--- config.mk ---
export PLATFORM = sky130hd
export DESIGN_NAME = sdp_top
export DESIGN_NICKNAME = d
export VERILOG_FILES = /design/src/design/sdp_pkg.sv /design/src/design/sdp_rx_fifo.sv /design/src/design/sdp_top.sv
export VERILOG_INCLUDE_DIRS = /design/src /design/src/design
export SDC_FILE = /design/constraint.sdc
export NUM_CORES = 1
export LEC_CHECK = 0
export ABC_CLOCK_PERIOD_IN_PS = 7900
export BUFFER_PORTS_ARGS = -buffer_cell sky130_fd_sc_hd__buf_4
export CAP_MARGIN = 25
export CORE_MARGIN = 1
export CORE_UTILIZATION = 40
export DETAILED_ROUTE_END_ITERATION = 8
export PLACE_DENSITY = 0.61
export SYNTH_ARGS = -nofsm -noshare
export SYNTH_HDL_FRONTEND = slang
export SYNTH_SLANG_ARGS = --single-unit
--- constraint.sdc ---
create_clock -name clock -period 7.9 [get_ports clock]
set_clock_uncertainty 0.1 [all_clocks]
set_input_delay 0 -clock clock [delete_from_list [all_inputs] [get_ports clock]]
set_output_delay 0 -clock clock [all_outputs]
set_load 0.005 [all_outputs]
--- src/design/sdp_consts.svh ---
// How it works
// - Data read pops the receive FIFO
// - Data write shifts out programmed bit count
// - Low eight bits carry both directions
// - Transmit DMA reads from transmit base
// - Transmit length is eleven-bit count field
// - Receive DMA writes from receive base
// - Receive length is eleven-bit count field
// - Block done sets flag, write-one clears
// - Byte into full FIFO sets error flag
`ifndef SDP_CONSTS_SVH
`define SDP_CONSTS_SVH

// Register offsets
`define SDP_CTRL_ADDR      16'hC0C0
`define SDP_STATUS_ADDR    16'hC0C2
`define SDP_IRQ_CLR_ADDR   16'hC0C4
`define SDP_DATA_ADDR      16'hC0D6
`define SDP_TX_BASE_ADDR   16'hC0D8
`define SDP_TX_LEN_ADDR    16'hC0DA
`define SDP_RX_BASE_ADDR   16'hC0DC
`define SDP_RX_LEN_ADDR    16'hC0DE

// Control fields
`define SDP_CTRL_BITLEN_LSB 0
`define SDP_CTRL_BITLEN_MSB 2
`define SDP_CTRL_RX_READY   3
`define SDP_CTRL_DMA_TX     4
`define SDP_CTRL_DMA_RX     5
`define SDP_CTRL_FIFO_INIT  6
`define SDP_CTRL_RX_FULL    7

// Status fields
`define SDP_STAT_XFER      0
`define SDP_STAT_RX_IRQ    2
`define SDP_STAT_FIFO_ERR  7

// Clear fields
`define SDP_CLR_XFER       0

// Count field width
`define SDP_LEN_MSB        10

// Reset and idle values
`define SDP_WORD_RESET     16'h0000
`define SDP_BYTE_IDLE      8'hFF

// Timing
`define SDP_CLK_NS         50
`define SDP_SCK_HALF_NS    100
`define SDP_SCK_HALF_CYC   (`SDP_SCK_HALF_NS / `SDP_CLK_NS)

// FIFO
`define SDP_FIFO_DEPTH     8

`endif

--- src/design/sdp_pkg.sv ---
package sdp_pkg;
    typedef enum logic [2:0] {
        SDP_IDLE,
        SDP_FETCH,
        SDP_WAIT,
        SDP_LOAD,
        SDP_SHIFT
    } sdp_state_e;

    typedef logic [7:0]  sdp_byte_t;
    typedef logic [15:0] sdp_word_t;
endpackage

--- src/design/sdp_rx_fifo.sv ---
`timescale 1ns/1ps
`include "sdp_consts.svh"
module sdp_rx_fifo
    import sdp_pkg::*;
(
    // Clock and reset
    input  wire logic      clock,
    input  wire logic      rst_n,
    // Control
    input  wire logic      push,
    input  wire logic      pop,
    input  wire logic      flush,
    input  wire sdp_byte_t din,
    // State
    output sdp_byte_t      dout,
    output logic           empty,
    output logic           full
);
    sdp_byte_t  mem [`SDP_FIFO_DEPTH];
    logic [2:0] rd_ptr;
    logic [2:0] wr_ptr;
    logic [3:0] count;
    logic [2:0] next_rd_ptr;
    logic [2:0] next_wr_ptr;
    logic [3:0] next_count;
    logic       do_push;
    logic       do_pop;

    assign dout  = mem[rd_ptr];
    assign empty = (count == 4'h0);
    assign full  = (count == 4'(`SDP_FIFO_DEPTH));

    always_comb begin
        do_push     = push && !full && !flush;
        do_pop      = pop && !empty && !flush;
        next_rd_ptr = rd_ptr + 3'(do_pop);
        next_wr_ptr = wr_ptr + 3'(do_push);
        next_count  = count + 4'(do_push) - 4'(do_pop);
        if (flush) begin
            next_rd_ptr = 3'h0;
            next_wr_ptr = 3'h0;
            next_count  = 4'h0;
        end
    end

    always_ff @(posedge clock or negedge rst_n) begin
        if (!rst_n) begin
            rd_ptr <= 3'h0;
            wr_ptr <= 3'h0;
            count  <= 4'h0;
        end else begin
            rd_ptr <= next_rd_ptr;
            wr_ptr <= next_wr_ptr;
            count  <= next_count;
        end
    end

    always_ff @(posedge clock) begin
        if (do_push) begin
            mem[wr_ptr] <= din;
        end
    end
endmodule

--- src/design/sdp_top.sv ---
`timescale 1ns/1ps
`include "sdp_consts.svh"
module sdp_top
    import sdp_pkg::*;
(
    // Clock and reset
    input  wire logic      clock,
    input  wire logic      rst_n,
    // Register port
    input  wire sdp_word_t reg_addr,
    input  wire sdp_word_t reg_wdata,
    input  wire logic      reg_write,
    input  wire logic      reg_read,
    output sdp_word_t      reg_rdata,
    // Memory port for DMA
    output sdp_word_t      mem_addr,
    output sdp_byte_t      mem_wdata,
    output logic           mem_write,
    output logic           mem_read,
    input  wire sdp_byte_t mem_rdata,
    // Serial pins
    output logic           sck,
    output logic           mosi,
    output logic           ss_n,
    input  wire logic      miso
);
    localparam int HALF = `SDP_SCK_HALF_CYC;
    sdp_state_e  state,      next_state;
    sdp_word_t   tx_base,    next_tx_base;
    sdp_word_t   rx_base,    next_rx_base;
    logic [10:0] tx_len,     next_tx_len;
    logic [10:0] rx_len,     next_rx_len;
    logic [2:0]  bit_len,    next_bit_len;
    logic        xfer_flag,  next_xfer_flag;
    logic        fifo_err,   next_fifo_err;
    logic        blk_tx,     next_blk_tx;
    logic        blk_rx,     next_blk_rx;
    sdp_word_t   tx_addr,    next_tx_addr;
    sdp_word_t   rx_addr,    next_rx_addr;
    logic [10:0] remaining,  next_remaining;
    sdp_byte_t   tx_shift,   next_tx_shift;
    sdp_byte_t   rx_shift,   next_rx_shift;
    logic [3:0]  bits_left,  next_bits_left;
    logic [7:0]  div,        next_div;
    sdp_word_t   next_reg_rdata, next_mem_addr;
    sdp_byte_t   next_mem_wdata, fifo_dout;
    logic        next_mem_write, next_mem_read;
    logic        next_sck,       next_mosi,      next_ss_n;
    logic        miso_meta,      miso_s;
    logic        fifo_push,      fifo_pop,       fifo_flush;
    logic        fifo_empty,     fifo_full;
    // Bits per programmed byte, zero means eight
    function automatic logic [3:0] bit_count(input logic [2:0] field);
        bit_count = (field == 3'h0) ? 4'h8 : {1'b0, field};
    endfunction
    // Input synchroniser
    always_ff @(posedge clock or negedge rst_n) begin
        if (!rst_n) begin
            miso_meta <= 1'b0;
            miso_s    <= 1'b0;
        end else begin
            miso_meta <= miso;
            miso_s    <= miso_meta;
        end
    end
    sdp_rx_fifo u_fifo (
        .clock (clock),
        .rst_n (rst_n),
        .push  (fifo_push),
        .pop   (fifo_pop),
        .flush (fifo_flush),
        .din   (rx_shift),
        .dout  (fifo_dout),
        .empty (fifo_empty),
        .full  (fifo_full)
    );
    always_comb begin
        next_state     = state;
        next_tx_base   = tx_base;
        next_rx_base   = rx_base;
        next_tx_len    = tx_len;
        next_rx_len    = rx_len;
        next_bit_len   = bit_len;
        next_xfer_flag = xfer_flag;
        next_fifo_err  = fifo_err;
        next_blk_tx    = blk_tx;
        next_blk_rx    = blk_rx;
        next_tx_addr   = tx_addr;
        next_rx_addr   = rx_addr;
        next_remaining = remaining;
        next_tx_shift  = tx_shift;
        next_rx_shift  = rx_shift;
        next_bits_left = bits_left;
        next_div       = div;
        next_reg_rdata = `SDP_WORD_RESET;
        next_mem_addr  = mem_addr;
        next_mem_wdata = mem_wdata;
        next_mem_write = 1'b0;
        next_mem_read  = 1'b0;
        next_sck       = sck;
        next_mosi      = mosi;
        next_ss_n      = ss_n;
        fifo_push      = 1'b0;
        fifo_pop       = 1'b0;
        fifo_flush     = 1'b0;

        // Register reads
        if (reg_read) begin
            case (reg_addr)
                `SDP_CTRL_ADDR: begin
                    next_reg_rdata[`SDP_CTRL_BITLEN_MSB:`SDP_CTRL_BITLEN_LSB] = bit_len;
                    next_reg_rdata[`SDP_CTRL_RX_READY] = !fifo_empty;
                    next_reg_rdata[`SDP_CTRL_DMA_TX]   = blk_tx;
                    next_reg_rdata[`SDP_CTRL_DMA_RX]   = blk_rx;
                    next_reg_rdata[`SDP_CTRL_RX_FULL]  = fifo_full;
                end
                `SDP_STATUS_ADDR: begin
                    next_reg_rdata[`SDP_STAT_XFER]     = xfer_flag;
                    next_reg_rdata[`SDP_STAT_RX_IRQ]   = !fifo_empty;
                    next_reg_rdata[`SDP_STAT_FIFO_ERR] = fifo_err;
                end
                `SDP_DATA_ADDR: begin
                    next_reg_rdata[7:0] = fifo_empty ? 8'h00 : fifo_dout;
                    fifo_pop = 1'b1;
                end
                `SDP_TX_BASE_ADDR: next_reg_rdata = tx_base;
                `SDP_TX_LEN_ADDR:  next_reg_rdata[`SDP_LEN_MSB:0] = tx_len;
                `SDP_RX_BASE_ADDR: next_reg_rdata = rx_base;
                `SDP_RX_LEN_ADDR:  next_reg_rdata[`SDP_LEN_MSB:0] = rx_len;
                default:           next_reg_rdata = `SDP_WORD_RESET;
            endcase
        end
        // Register writes
        if (reg_write) begin
            case (reg_addr)
                `SDP_CTRL_ADDR: begin
                    next_bit_len = reg_wdata[`SDP_CTRL_BITLEN_MSB:`SDP_CTRL_BITLEN_LSB];
                    if (reg_wdata[`SDP_CTRL_FIFO_INIT]) begin
                        fifo_flush    = 1'b1;
                        next_fifo_err = 1'b0;
                    end
                end
                `SDP_IRQ_CLR_ADDR:
                    if (reg_wdata[`SDP_CLR_XFER]) next_xfer_flag = 1'b0;
                `SDP_TX_BASE_ADDR: next_tx_base = reg_wdata;
                `SDP_TX_LEN_ADDR:  next_tx_len  = reg_wdata[`SDP_LEN_MSB:0];
                `SDP_RX_BASE_ADDR: next_rx_base = reg_wdata;
                `SDP_RX_LEN_ADDR:  next_rx_len  = reg_wdata[`SDP_LEN_MSB:0];
                default: ;
            endcase
        end
        // Transfer engine
        case (state)
            SDP_IDLE: begin
                next_ss_n = 1'b1;
                next_sck  = 1'b0;
                if (reg_write && reg_addr == `SDP_DATA_ADDR) begin
                    next_tx_shift  = reg_wdata[7:0];
                    next_mosi      = reg_wdata[7];
                    next_bits_left = bit_count(reg_wdata[`SDP_CTRL_BITLEN_MSB:0] & 3'h0 | bit_len);
                    next_rx_shift  = 8'h00;
                    next_div       = 8'h00;
                    next_ss_n      = 1'b0;
                    next_state     = SDP_SHIFT;
                end else if (reg_write && reg_addr == `SDP_CTRL_ADDR) begin
                    if (reg_wdata[`SDP_CTRL_DMA_TX] && tx_len != 11'h000) begin
                        next_blk_tx    = 1'b1;
                        next_blk_rx    = reg_wdata[`SDP_CTRL_DMA_RX];
                        next_tx_addr   = tx_base;
                        next_rx_addr   = rx_base;
                        next_remaining = tx_len;
                        next_state     = SDP_FETCH;
                    end else if (reg_wdata[`SDP_CTRL_DMA_RX] && rx_len != 11'h000) begin
                        next_blk_rx    = 1'b1;
                        next_rx_addr   = rx_base;
                        next_remaining = rx_len;
                        next_state     = SDP_LOAD;
                    end
                end
            end
            SDP_FETCH: begin
                next_mem_addr = tx_addr;
                next_mem_read = 1'b1;
                next_state    = SDP_WAIT;
            end
            SDP_WAIT: next_state = SDP_LOAD;
            SDP_LOAD: begin
                next_tx_shift  = blk_tx ? mem_rdata : `SDP_BYTE_IDLE;
                next_mosi      = next_tx_shift[7];
                next_bits_left = 4'h8;
                next_rx_shift  = 8'h00;
                next_div       = 8'h00;
                next_ss_n      = 1'b0;
                next_state     = SDP_SHIFT;
            end
            SDP_SHIFT: begin
                next_div = div + 8'h01;
                if (div == 8'(HALF - 1)) next_sck = 1'b1;
                // Synced input lags two cycles, so sample in the first cycle of the high phase
                if (div == 8'(HALF)) next_rx_shift = {rx_shift[6:0], miso_s};
                if (div == 8'(2 * HALF - 1)) begin
                    next_sck = 1'b0;
                    next_div = 8'h00;
                    if (bits_left != 4'h1) begin
                        next_bits_left = bits_left - 4'h1;
                        next_tx_shift  = {tx_shift[6:0], 1'b0};
                        next_mosi      = tx_shift[6];
                    end else if (!blk_tx && !blk_rx) begin
                        fifo_push  = 1'b1;
                        next_state = SDP_IDLE;
                        next_ss_n  = 1'b1;
                        if (fifo_full) next_fifo_err = 1'b1;
                    end else begin
                        if (blk_rx) begin
                            next_mem_addr  = rx_addr;
                            next_mem_wdata = rx_shift;
                            next_mem_write = 1'b1;
                            next_rx_addr   = rx_addr + 16'h0001;
                        end
                        next_tx_addr   = tx_addr + 16'h0001;
                        next_remaining = remaining - 11'h001;
                        if (remaining == 11'h001) begin
                            next_xfer_flag = 1'b1;
                            next_blk_tx    = 1'b0;
                            next_blk_rx    = 1'b0;
                            next_ss_n      = 1'b1;
                            next_state     = SDP_IDLE;
                        end else begin
                            next_state = blk_tx ? SDP_FETCH : SDP_LOAD;
                        end
                    end
                end
            end
            default: next_state = SDP_IDLE;
        endcase
    end
    always_ff @(posedge clock or negedge rst_n) begin
        if (!rst_n) begin
            state     <= SDP_IDLE;
            tx_base   <= `SDP_WORD_RESET;
            rx_base   <= `SDP_WORD_RESET;
            tx_len    <= 11'h000;
            rx_len    <= 11'h000;
            bit_len   <= 3'h0;
            xfer_flag <= 1'b0;
            fifo_err  <= 1'b0;
            blk_tx    <= 1'b0;
            blk_rx    <= 1'b0;
            tx_addr   <= `SDP_WORD_RESET;
            rx_addr   <= `SDP_WORD_RESET;
            remaining <= 11'h000;
            tx_shift  <= 8'h00;
            rx_shift  <= 8'h00;
            bits_left <= 4'h0;
            div       <= 8'h00;
            reg_rdata <= `SDP_WORD_RESET;
            mem_addr  <= `SDP_WORD_RESET;
            mem_wdata <= 8'h00;
            mem_write <= 1'b0;
            mem_read  <= 1'b0;
            sck       <= 1'b0;
            mosi      <= 1'b0;
            ss_n      <= 1'b1;
        end else begin
            state     <= next_state;
            tx_base   <= next_tx_base;
            rx_base   <= next_rx_base;
            tx_len    <= next_tx_len;
            rx_len    <= next_rx_len;
            bit_len   <= next_bit_len;
            xfer_flag <= next_xfer_flag;
            fifo_err  <= next_fifo_err;
            blk_tx    <= next_blk_tx;
            blk_rx    <= next_blk_rx;
            tx_addr   <= next_tx_addr;
            rx_addr   <= next_rx_addr;
            remaining <= next_remaining;
            tx_shift  <= next_tx_shift;
            rx_shift  <= next_rx_shift;
            bits_left <= next_bits_left;
            div       <= next_div;
            reg_rdata <= next_reg_rdata;
            mem_addr  <= next_mem_addr;
            mem_wdata <= next_mem_wdata;
            mem_write <= next_mem_write;
            mem_read  <= next_mem_read;
            sck       <= next_sck;
            mosi      <= next_mosi;
            ss_n      <= next_ss_n;
        end
    end
endmodule

==> impl.org, run 1 <==
** Outcome
- Run status :: finished, final reports clean

** Drt
- Number of nets with antenna violations after routing :: 0
- Dividing the detail-routed wire length by the instance count gives 20.1 µm.
- Overall via count from detail_route :: 9466
- Detailed-router iteration count before antenna repair :: 6
- In the routed layout, each cell is associated on average with a via count of 5.78.
- Count of unresolved DRC violations after routing :: 0
- The detailed router finished its first iteration with 937 violations.
- After detailed routing, the total wire length is 32900 µm.

** Synthesis
- In the synthesized netlist the async set-or-reset flop fraction comes to 74.9%.
- Synth top area share :: 39.3%
- Leading area contributor after synthesis :: dfrtp_1
- In this run the mean area of a mapped cell was 10.8 µm².
- Flops & latches, synth :: 255
- Top flip-flop cell by instance count after synthesis :: dfrtp_1
- Count of mapped cells out of synthesis :: 1116
- Syn Nets :: 1181
- Most used standard cell by instance count after synthesis :: dfrtp_1
- Count of different cell masters after synthesis :: 73
- Part of the Yosys area used for sequential elements :: 55.4%
- Largest cells by area after synthesis :: dfrtp_1, edfxtp_1, mux2_2
- Synthesized area :: 12100 µm²
- Top cells by instance count after synthesis :: dfrtp_1, nand2_1, a21oi_1
- Yosys warns :: 0
- Number of synthesized flops with an enable pin :: 64

** STA
- Period utilization :: 47.0%
- For the pin with the worst max-slew slack, the measured transition is 0.963 ns.
- Setup TNS after final layout :: 0 ns
- Setup violations remaining at the end of the flow were counted as 0.
- Setup repair after global routing left no endpoint under its margin.
- Counting I/O delays and the setup requirement, the final critical path takes 3.71 ns.
- The final-report hold violation count was 0.
- Highest clock rate :: 270 MHz
- Max transition margin :: 35.8%
- Slew Limit Fails :: 0
- The worst path meets setup with 4.19 ns of slack.

** Floorplanning
- After floorplanning, the core was divided into 63 placement rows.
- Once the floorplan was initialized, standard cells occupied 40.7% of the core.
- Core Region :: 29700 µm²
- Vert. Die Dim :: 176 µm
- In this run the count of I/O pins placed on the die edge is 90.
- In this run the horizontal extent of the chip is 176 µm.
- Full die area :: 30900 µm²

** Final layout
- Once layout is complete, the utilization of the core stands at 48.8%.
- Of the cells placed in the final design, the portion with a size suffix greater than 1 is 19.4%.
- Number of non-filler instances in the completed layout :: 1639
- Number of diodes :: 0
- Net count, final :: 1292
- Compared with the post-synthesis result, the final layout area differs by 19.8%.

** GRT
- Global routing consumed, over all layers together, 21.5% of the routing resources.
- The first global-routing pass estimated 51900 µm of wire.
- The initial antenna violation count was 0.
- After global routing the overflow that remains totals 0.
- The via count of the first global-routing pass was 9013.
- Maximum number of pins on one net before global-route repair :: 130

** Placement
- Before CTS, the worst setup slack after placement is 3.55 ns.
- Global placer's final weighted congestion :: 0.878
- Port buffering added 89 buffers.
- Post-detailed-placement half-perimeter wirelength :: 22400 µm
- # placed instances :: 1540

** CTS
- The longest clock path from root to sink contains 3 buffers.
- Once the clock tree was built, the resizer swapped 0 gates to a different size.
- Clock tree synthesis found a total of 255 sinks.
- Register clock-pin slew on the reported worst setup and hold paths :: 0.06 ns
- The number of setup buffers added after CTS is 0.
- H-tree depth reported by CTS :: 1
- For this design, the CTS-stage hold fixing added 38 buffers.
- Latest clock arrival within the worst-skew pair :: 0.53 ns
- CTS tree :: done
- The root buffer cell chosen for the clock tree is clkbuf_16.
- Buffers inserted during clock tree synthesis total 28.

** Power and ir drop
- For this design the static power due to leakage is 6.00 nW.
- Power spread over the standard cell area amounts to 281 nW/µm².
- Final total power :: 4.07 mW
- VDD sags by at most 0.161 mV.

** Worst setup path
- Traced cell by cell, the critical path runs through ha_1 -> or3b_2 -> nor3_1 -> nand3_1 -> or4b_2 -> nor2_1.
- STA classifies the critical path endpoint as a register.
- For this run, the slowest stage of the critical path takes 0.79 ns.
- Among all stages on the critical path, the largest delay is contributed by or4b_2.
- At the worst endpoint, the required time is 7.96 ns.
- Reg-to-reg slack, setup :: 4.19 ns
- Top Family by Delay on Critical Path :: simple AND/OR/NAND/NOR gates
- STA classifies the critical path startpoint as a register.
- Of all nets on the critical path, the largest fanout is 8.
- Crit path buffers/inverters :: 0
- The setup path with the least slack is of type register to register.
- STA puts the critical path data arrival time at 3.77 ns.

** Min path
- Classification of the worst-slack hold path :: primary input to register

** Flow run
- Max-cap violations in this run came to 0.
[worst reg2reg max path: stages, from the launching register on]
cell and delay [ns]:
dfrtp_1 0.45, ha_1 0.23, or3b_2 0.49, nor3_1 0.38, nand3_1 0.34, or4b_2 0.79
nor2_1 0.56
[cell families after synthesis]
kind of cell | Yosys count | synth area share (%)
adder cells (fa/ha/maj) | 20 | 2.13
AND/OR/NAND/NOR | 362 | 14.2
AO/OA/AOI/OAI | 289 | 14.9
XOR/XNOR | 12 | 0.869
flip-flops | 255 | 55.4
buffers and inverters | 98 | 3.55
multiplexers | 80 | 8.92
[report_power, final]
group	leakage [nW]	internal, mW	switching (mW)
logic	2.44	0.393	0.613
clock network	0.473	0.808	0.526
registers	3.09	1.53	0.191
total	6.00	2.74	1.33
[placed cells by master (no fill, tap or decap), types with 23 or more instances in the layout]
cell	n
dfrtp_1	190
nand2_1	123
buf_4	97
a21oi_1	87
nor2_1	83
o21ai_0	73
edfxtp_1	64
mux2_2	62
nand3_1	41
dlygate4sd3_1	40
inv_1	33
a31oi_1	32
clkbuf_16	29
nor3_1	23
[metal layers]
| metal | up-vias | wire (µm) | track usage (%) |
|---|---|---|---|
| met1 | 4718 | 14700 | 30.4 |
| met3 | 56 | 1840 | 2.75 |
| met4 | 0 | 919 | 6.88 |
| li1 | 4365 | - | - |
| met2 | 327 | 15400 | 34.2 |
| met5 | - | 0 | 0 |
[through the flow]
| stage | hold slack (ns) | area (µm²) |
|---|---|---|
| 2_1_floorplan | -0.396 | 12100 |
| 3_3_place_gp | 0.0116 | 13000 |
| 3_5_place_dp | 0.0118 | 13000 |
| 4_1_cts | 0.00764 | 14400 |
| 5_1_grt | 0.0229 | 14500 |
| 6_report | 0.0271 | 14500 |
[worst paths after layout]
check,startpoint,to,depth (start not counted)
max,div[0]$_DFFE_PN0P_,u_fifo.mem[7][4]$_DFFE_PP_,6
min,miso,miso_meta$_DFF_PN0_,2
max reg2reg,div[0]$_DFFE_PN0P_,u_fifo.mem[7][4]$_DFFE_PP_,6
min reg2reg,miso_meta$_DFF_PN0_,miso_s$_DFF_PN0_,0
max in group asynchronous,rst_n,rx_len[10]$_DFFE_PN0P_,5
min in group asynchronous,rst_n,div[4]$_DFFE_PN0P_,3
[state kept, by name, indices dropped and copies added, names as in the netlist, 7 cells and up]
name	cells
u_fifo.mem	64
mem_addr	16
reg_rdata	16
rx_addr	16
rx_base	16
tx_addr	16
tx_base	16
remaining	11
rx_len	11
tx_len	11
div	8
mem_wdata	8
rx_shift	8
tx_shift	7
[area by class of cell]
class	instances	area, µm²
Clock buffer	41	851
Fill cell	2623	15200
Clock inverter	11	108
Timing Repair Buffer	145	1230
Inverter	34	128
Tap cell	390	488
Sequential cell	255	6700
Multi-Input combinational cell	763	4980
(Power assumes the default switching activity.)
==> run 2: changes to the inputs <==
Settings changed: ABC_CLOCK_PERIOD_IN_PS 7900 to 3700.
Clock period 7.9 ns to 3.7 ns, I/O delays scaled along.
==> impl.org, run 2 (synthesized netlist as in run 1, its figures left out) <==
** Worst setup path
- Kind of end point of the critical path :: register
- Critical Path Source Type :: register
- For the worst setup path, the data arrival time is 3.54 ns.
- Worst Path Class, Setup :: register to register
- Along the worst path, the maximum fanout reaches 8.
- Data on the critical path is required at its endpoint by 3.85 ns.
- Reg-to-reg slack, setup :: 0.30 ns

** Placement
- During placement, the flow inserted port buffers numbering 89.
- At the end of routability-driven placement, the weighted congestion stood at 0.840.
- After legalization and detailed placement, the total HPWL measured 22700 µm.
- Area after DPL :: 13200 µm²

** Drt
- Number of nets with antenna violations after routing :: 0
- Count of unresolved DRC violations after routing :: 0
- Drt first-iter violations :: 969
- Overall via count from detail_route :: 9376
- WL/cell :: 19.8 µm
- Final routed wirelength across all metal layers :: 32700 µm
- The first detailed-routing pass ran for 8 iterations.
- Detailed-route vias per instance :: 5.68

** Power and ir drop
- IR analysis of the VDD net gives a maximum drop of 0.341 mV.
- In this run the power density over the cells is 609 nW/µm².
- The design draws 8.89 mW.
- Summed over all cells, the static leakage comes to 6.01 nW.

** STA
- For this run, the top clock speed supported by timing is 294 MHz.
- In this run the tightest slew margin relative to its limit is 43.7%.
- Setup TNS after final layout :: 0 ns
- Slew Limit Fails :: 0
- For the pin with the worst max-slew slack, the measured transition is 0.845 ns.
- Period utilization :: 91.8%
- Setup repair after global routing left no endpoint under its margin.
- The final-report hold violation count was 0.
- Final setup viols :: 0
- Counting I/O delays and the setup requirement, the final critical path takes 3.40 ns.

** Floorplanning
- Number of standard-cell rows in the floorplan :: 63
- Horiz. Die Dim :: 176 µm
- Initial cell density of the core :: 40.7%
- The total area inside the core boundary comes to 29700 µm².
- Vert. Die Dim :: 176 µm
- The die covers 30900 µm².
- Pin placement for this block handled 90 I/O pins.

** CTS
- PostCTS Resize Cnt :: 0
- The clock reaches the later pin of the worst-skew pair after 0.54 ns.
- Number of buffers created by CTS :: 27
- H-tree depth reported by CTS :: 1
- Clock tree synthesis selected as its root buffer the cell clkbuf_16.
- Number of setup buffers added after CTS :: 0
- TritonCTS built the clock tree.
- Register clock-pin slew on the reported worst setup and hold paths :: 0.06 ns
- Clock sink count :: 255
- Counting along the longest clock path gives a buffer depth of 3.

** GRT
- The via count of the first global-routing pass was 9232.
- Entering global routing, the biggest net connects 104 pins.
- Total congestion overflow :: 0
- Wire length of the first global-routing pass :: 52200 µm
- The initial antenna violation count came to 0.
- Global routing used 21.6% of the available tracks.

** Final layout
- Net count, final :: 1304
- The top cell types in the final layout, fill and taps aside, are dfrtp_1, nand2_1, buf_4, a21oi_1, nor2_1.
- Counting flops per register, the top entry is u_fifo.mem.
- The register with the most flip-flops in the layout has 64 of them.
- The library cell used most frequently in the layout, excluding fill and tap cells, is dfrtp_1.
- After routing the design area is 14600 µm².
- Fraction of final layout cells sized beyond drive strength 1 :: 20.6%
- Relative to the synthesized area, the layout overhead comes to 20.6%.

** Outcome
- Run status :: finished, final reports clean

** Min path
- The tightest min-delay check is of the primary input to register type.

** Flow run
- The tool flagged a number of max-cap violations equal to 0.
[run 2: what timing repair did]
item / CTS / global route
hold buffers: 36 / 0
endpoints found under the setup margin: 0 / 0
hold endpoints to repair: 202 / 0
[run 2: layout make-up]
class	count	area (µm²)
tap	390	488
antenna	1	2.50
inverter	34	128
clock inverter	12	214
clock buffer	38	798
sequential	255	6700
multi-input combinational	763	4980
fill	2658	15100
timing repair buffer	158	1280
[run 2: metrics by stage]
step	setup slack [ns]	utilization (%)	instances	hold slack, ns
6_report	0.303	49.1	1651	0.00913
5_1_grt	0.138	49.1	1650	0.0112
4_1_cts	0.318	49.1	1649	0.00202
3_5_place_dp	0.335	44.5	1563	0.0106
3_3_place_gp	0.384	44.5	1563	0.0117
2_1_floorplan	0.368	-	1116	-0.396
[run 2: routing by layer]
layer | vias to the layer above | track usage, % | part of all wire [%]
met3 | 66 | 3.57 | 6.1
met5 | - | 0 | 0
li1 | 4381 | - | -
met4 | 0 | 7.72 | 3.6
met1 | 4612 | 29.2 | 43
met2 | 317 | 34.8 | 47
[run 2: worst paths after layout]
check / startpoint / end / depth (start not counted)
min in group asynchronous: rst_n / bits_left[3]$_DFFE_PN0P_ / 2
max in group asynchronous: rst_n / remaining[4]$_DFFE_PN0P_ / 3
worst min register to register: miso_meta$_DFF_PN0_ / miso_s$_DFF_PN0_ / 0
worst max-delay path: div[0]$_DFFE_PN0P_ / u_fifo.mem[1][5]$_DFFE_PP_ / 7
worst min-delay path: miso / miso_meta$_DFF_PN0_ / 2
worst max register to register: div[0]$_DFFE_PN0P_ / u_fifo.mem[1][5]$_DFFE_PP_ / 7
[run 2: power breakdown]
group	switching [mW]	leakage (nW)	internal, mW
logic	1.31	2.44	0.850
clock network	1.12	0.502	1.92
registers	0.417	3.06	3.28
total	2.85	6.01	6.04
[run 2: critical path, stage by stage, from the launching register on]
cell and delay, ns:
dfrtp_1 0.44, ha_1 0.24, or3b_2 0.49, nor3_1 0.35
nand3_1 0.32, or4b_2 0.78, nor3_1 0.18, buf_4 0.21
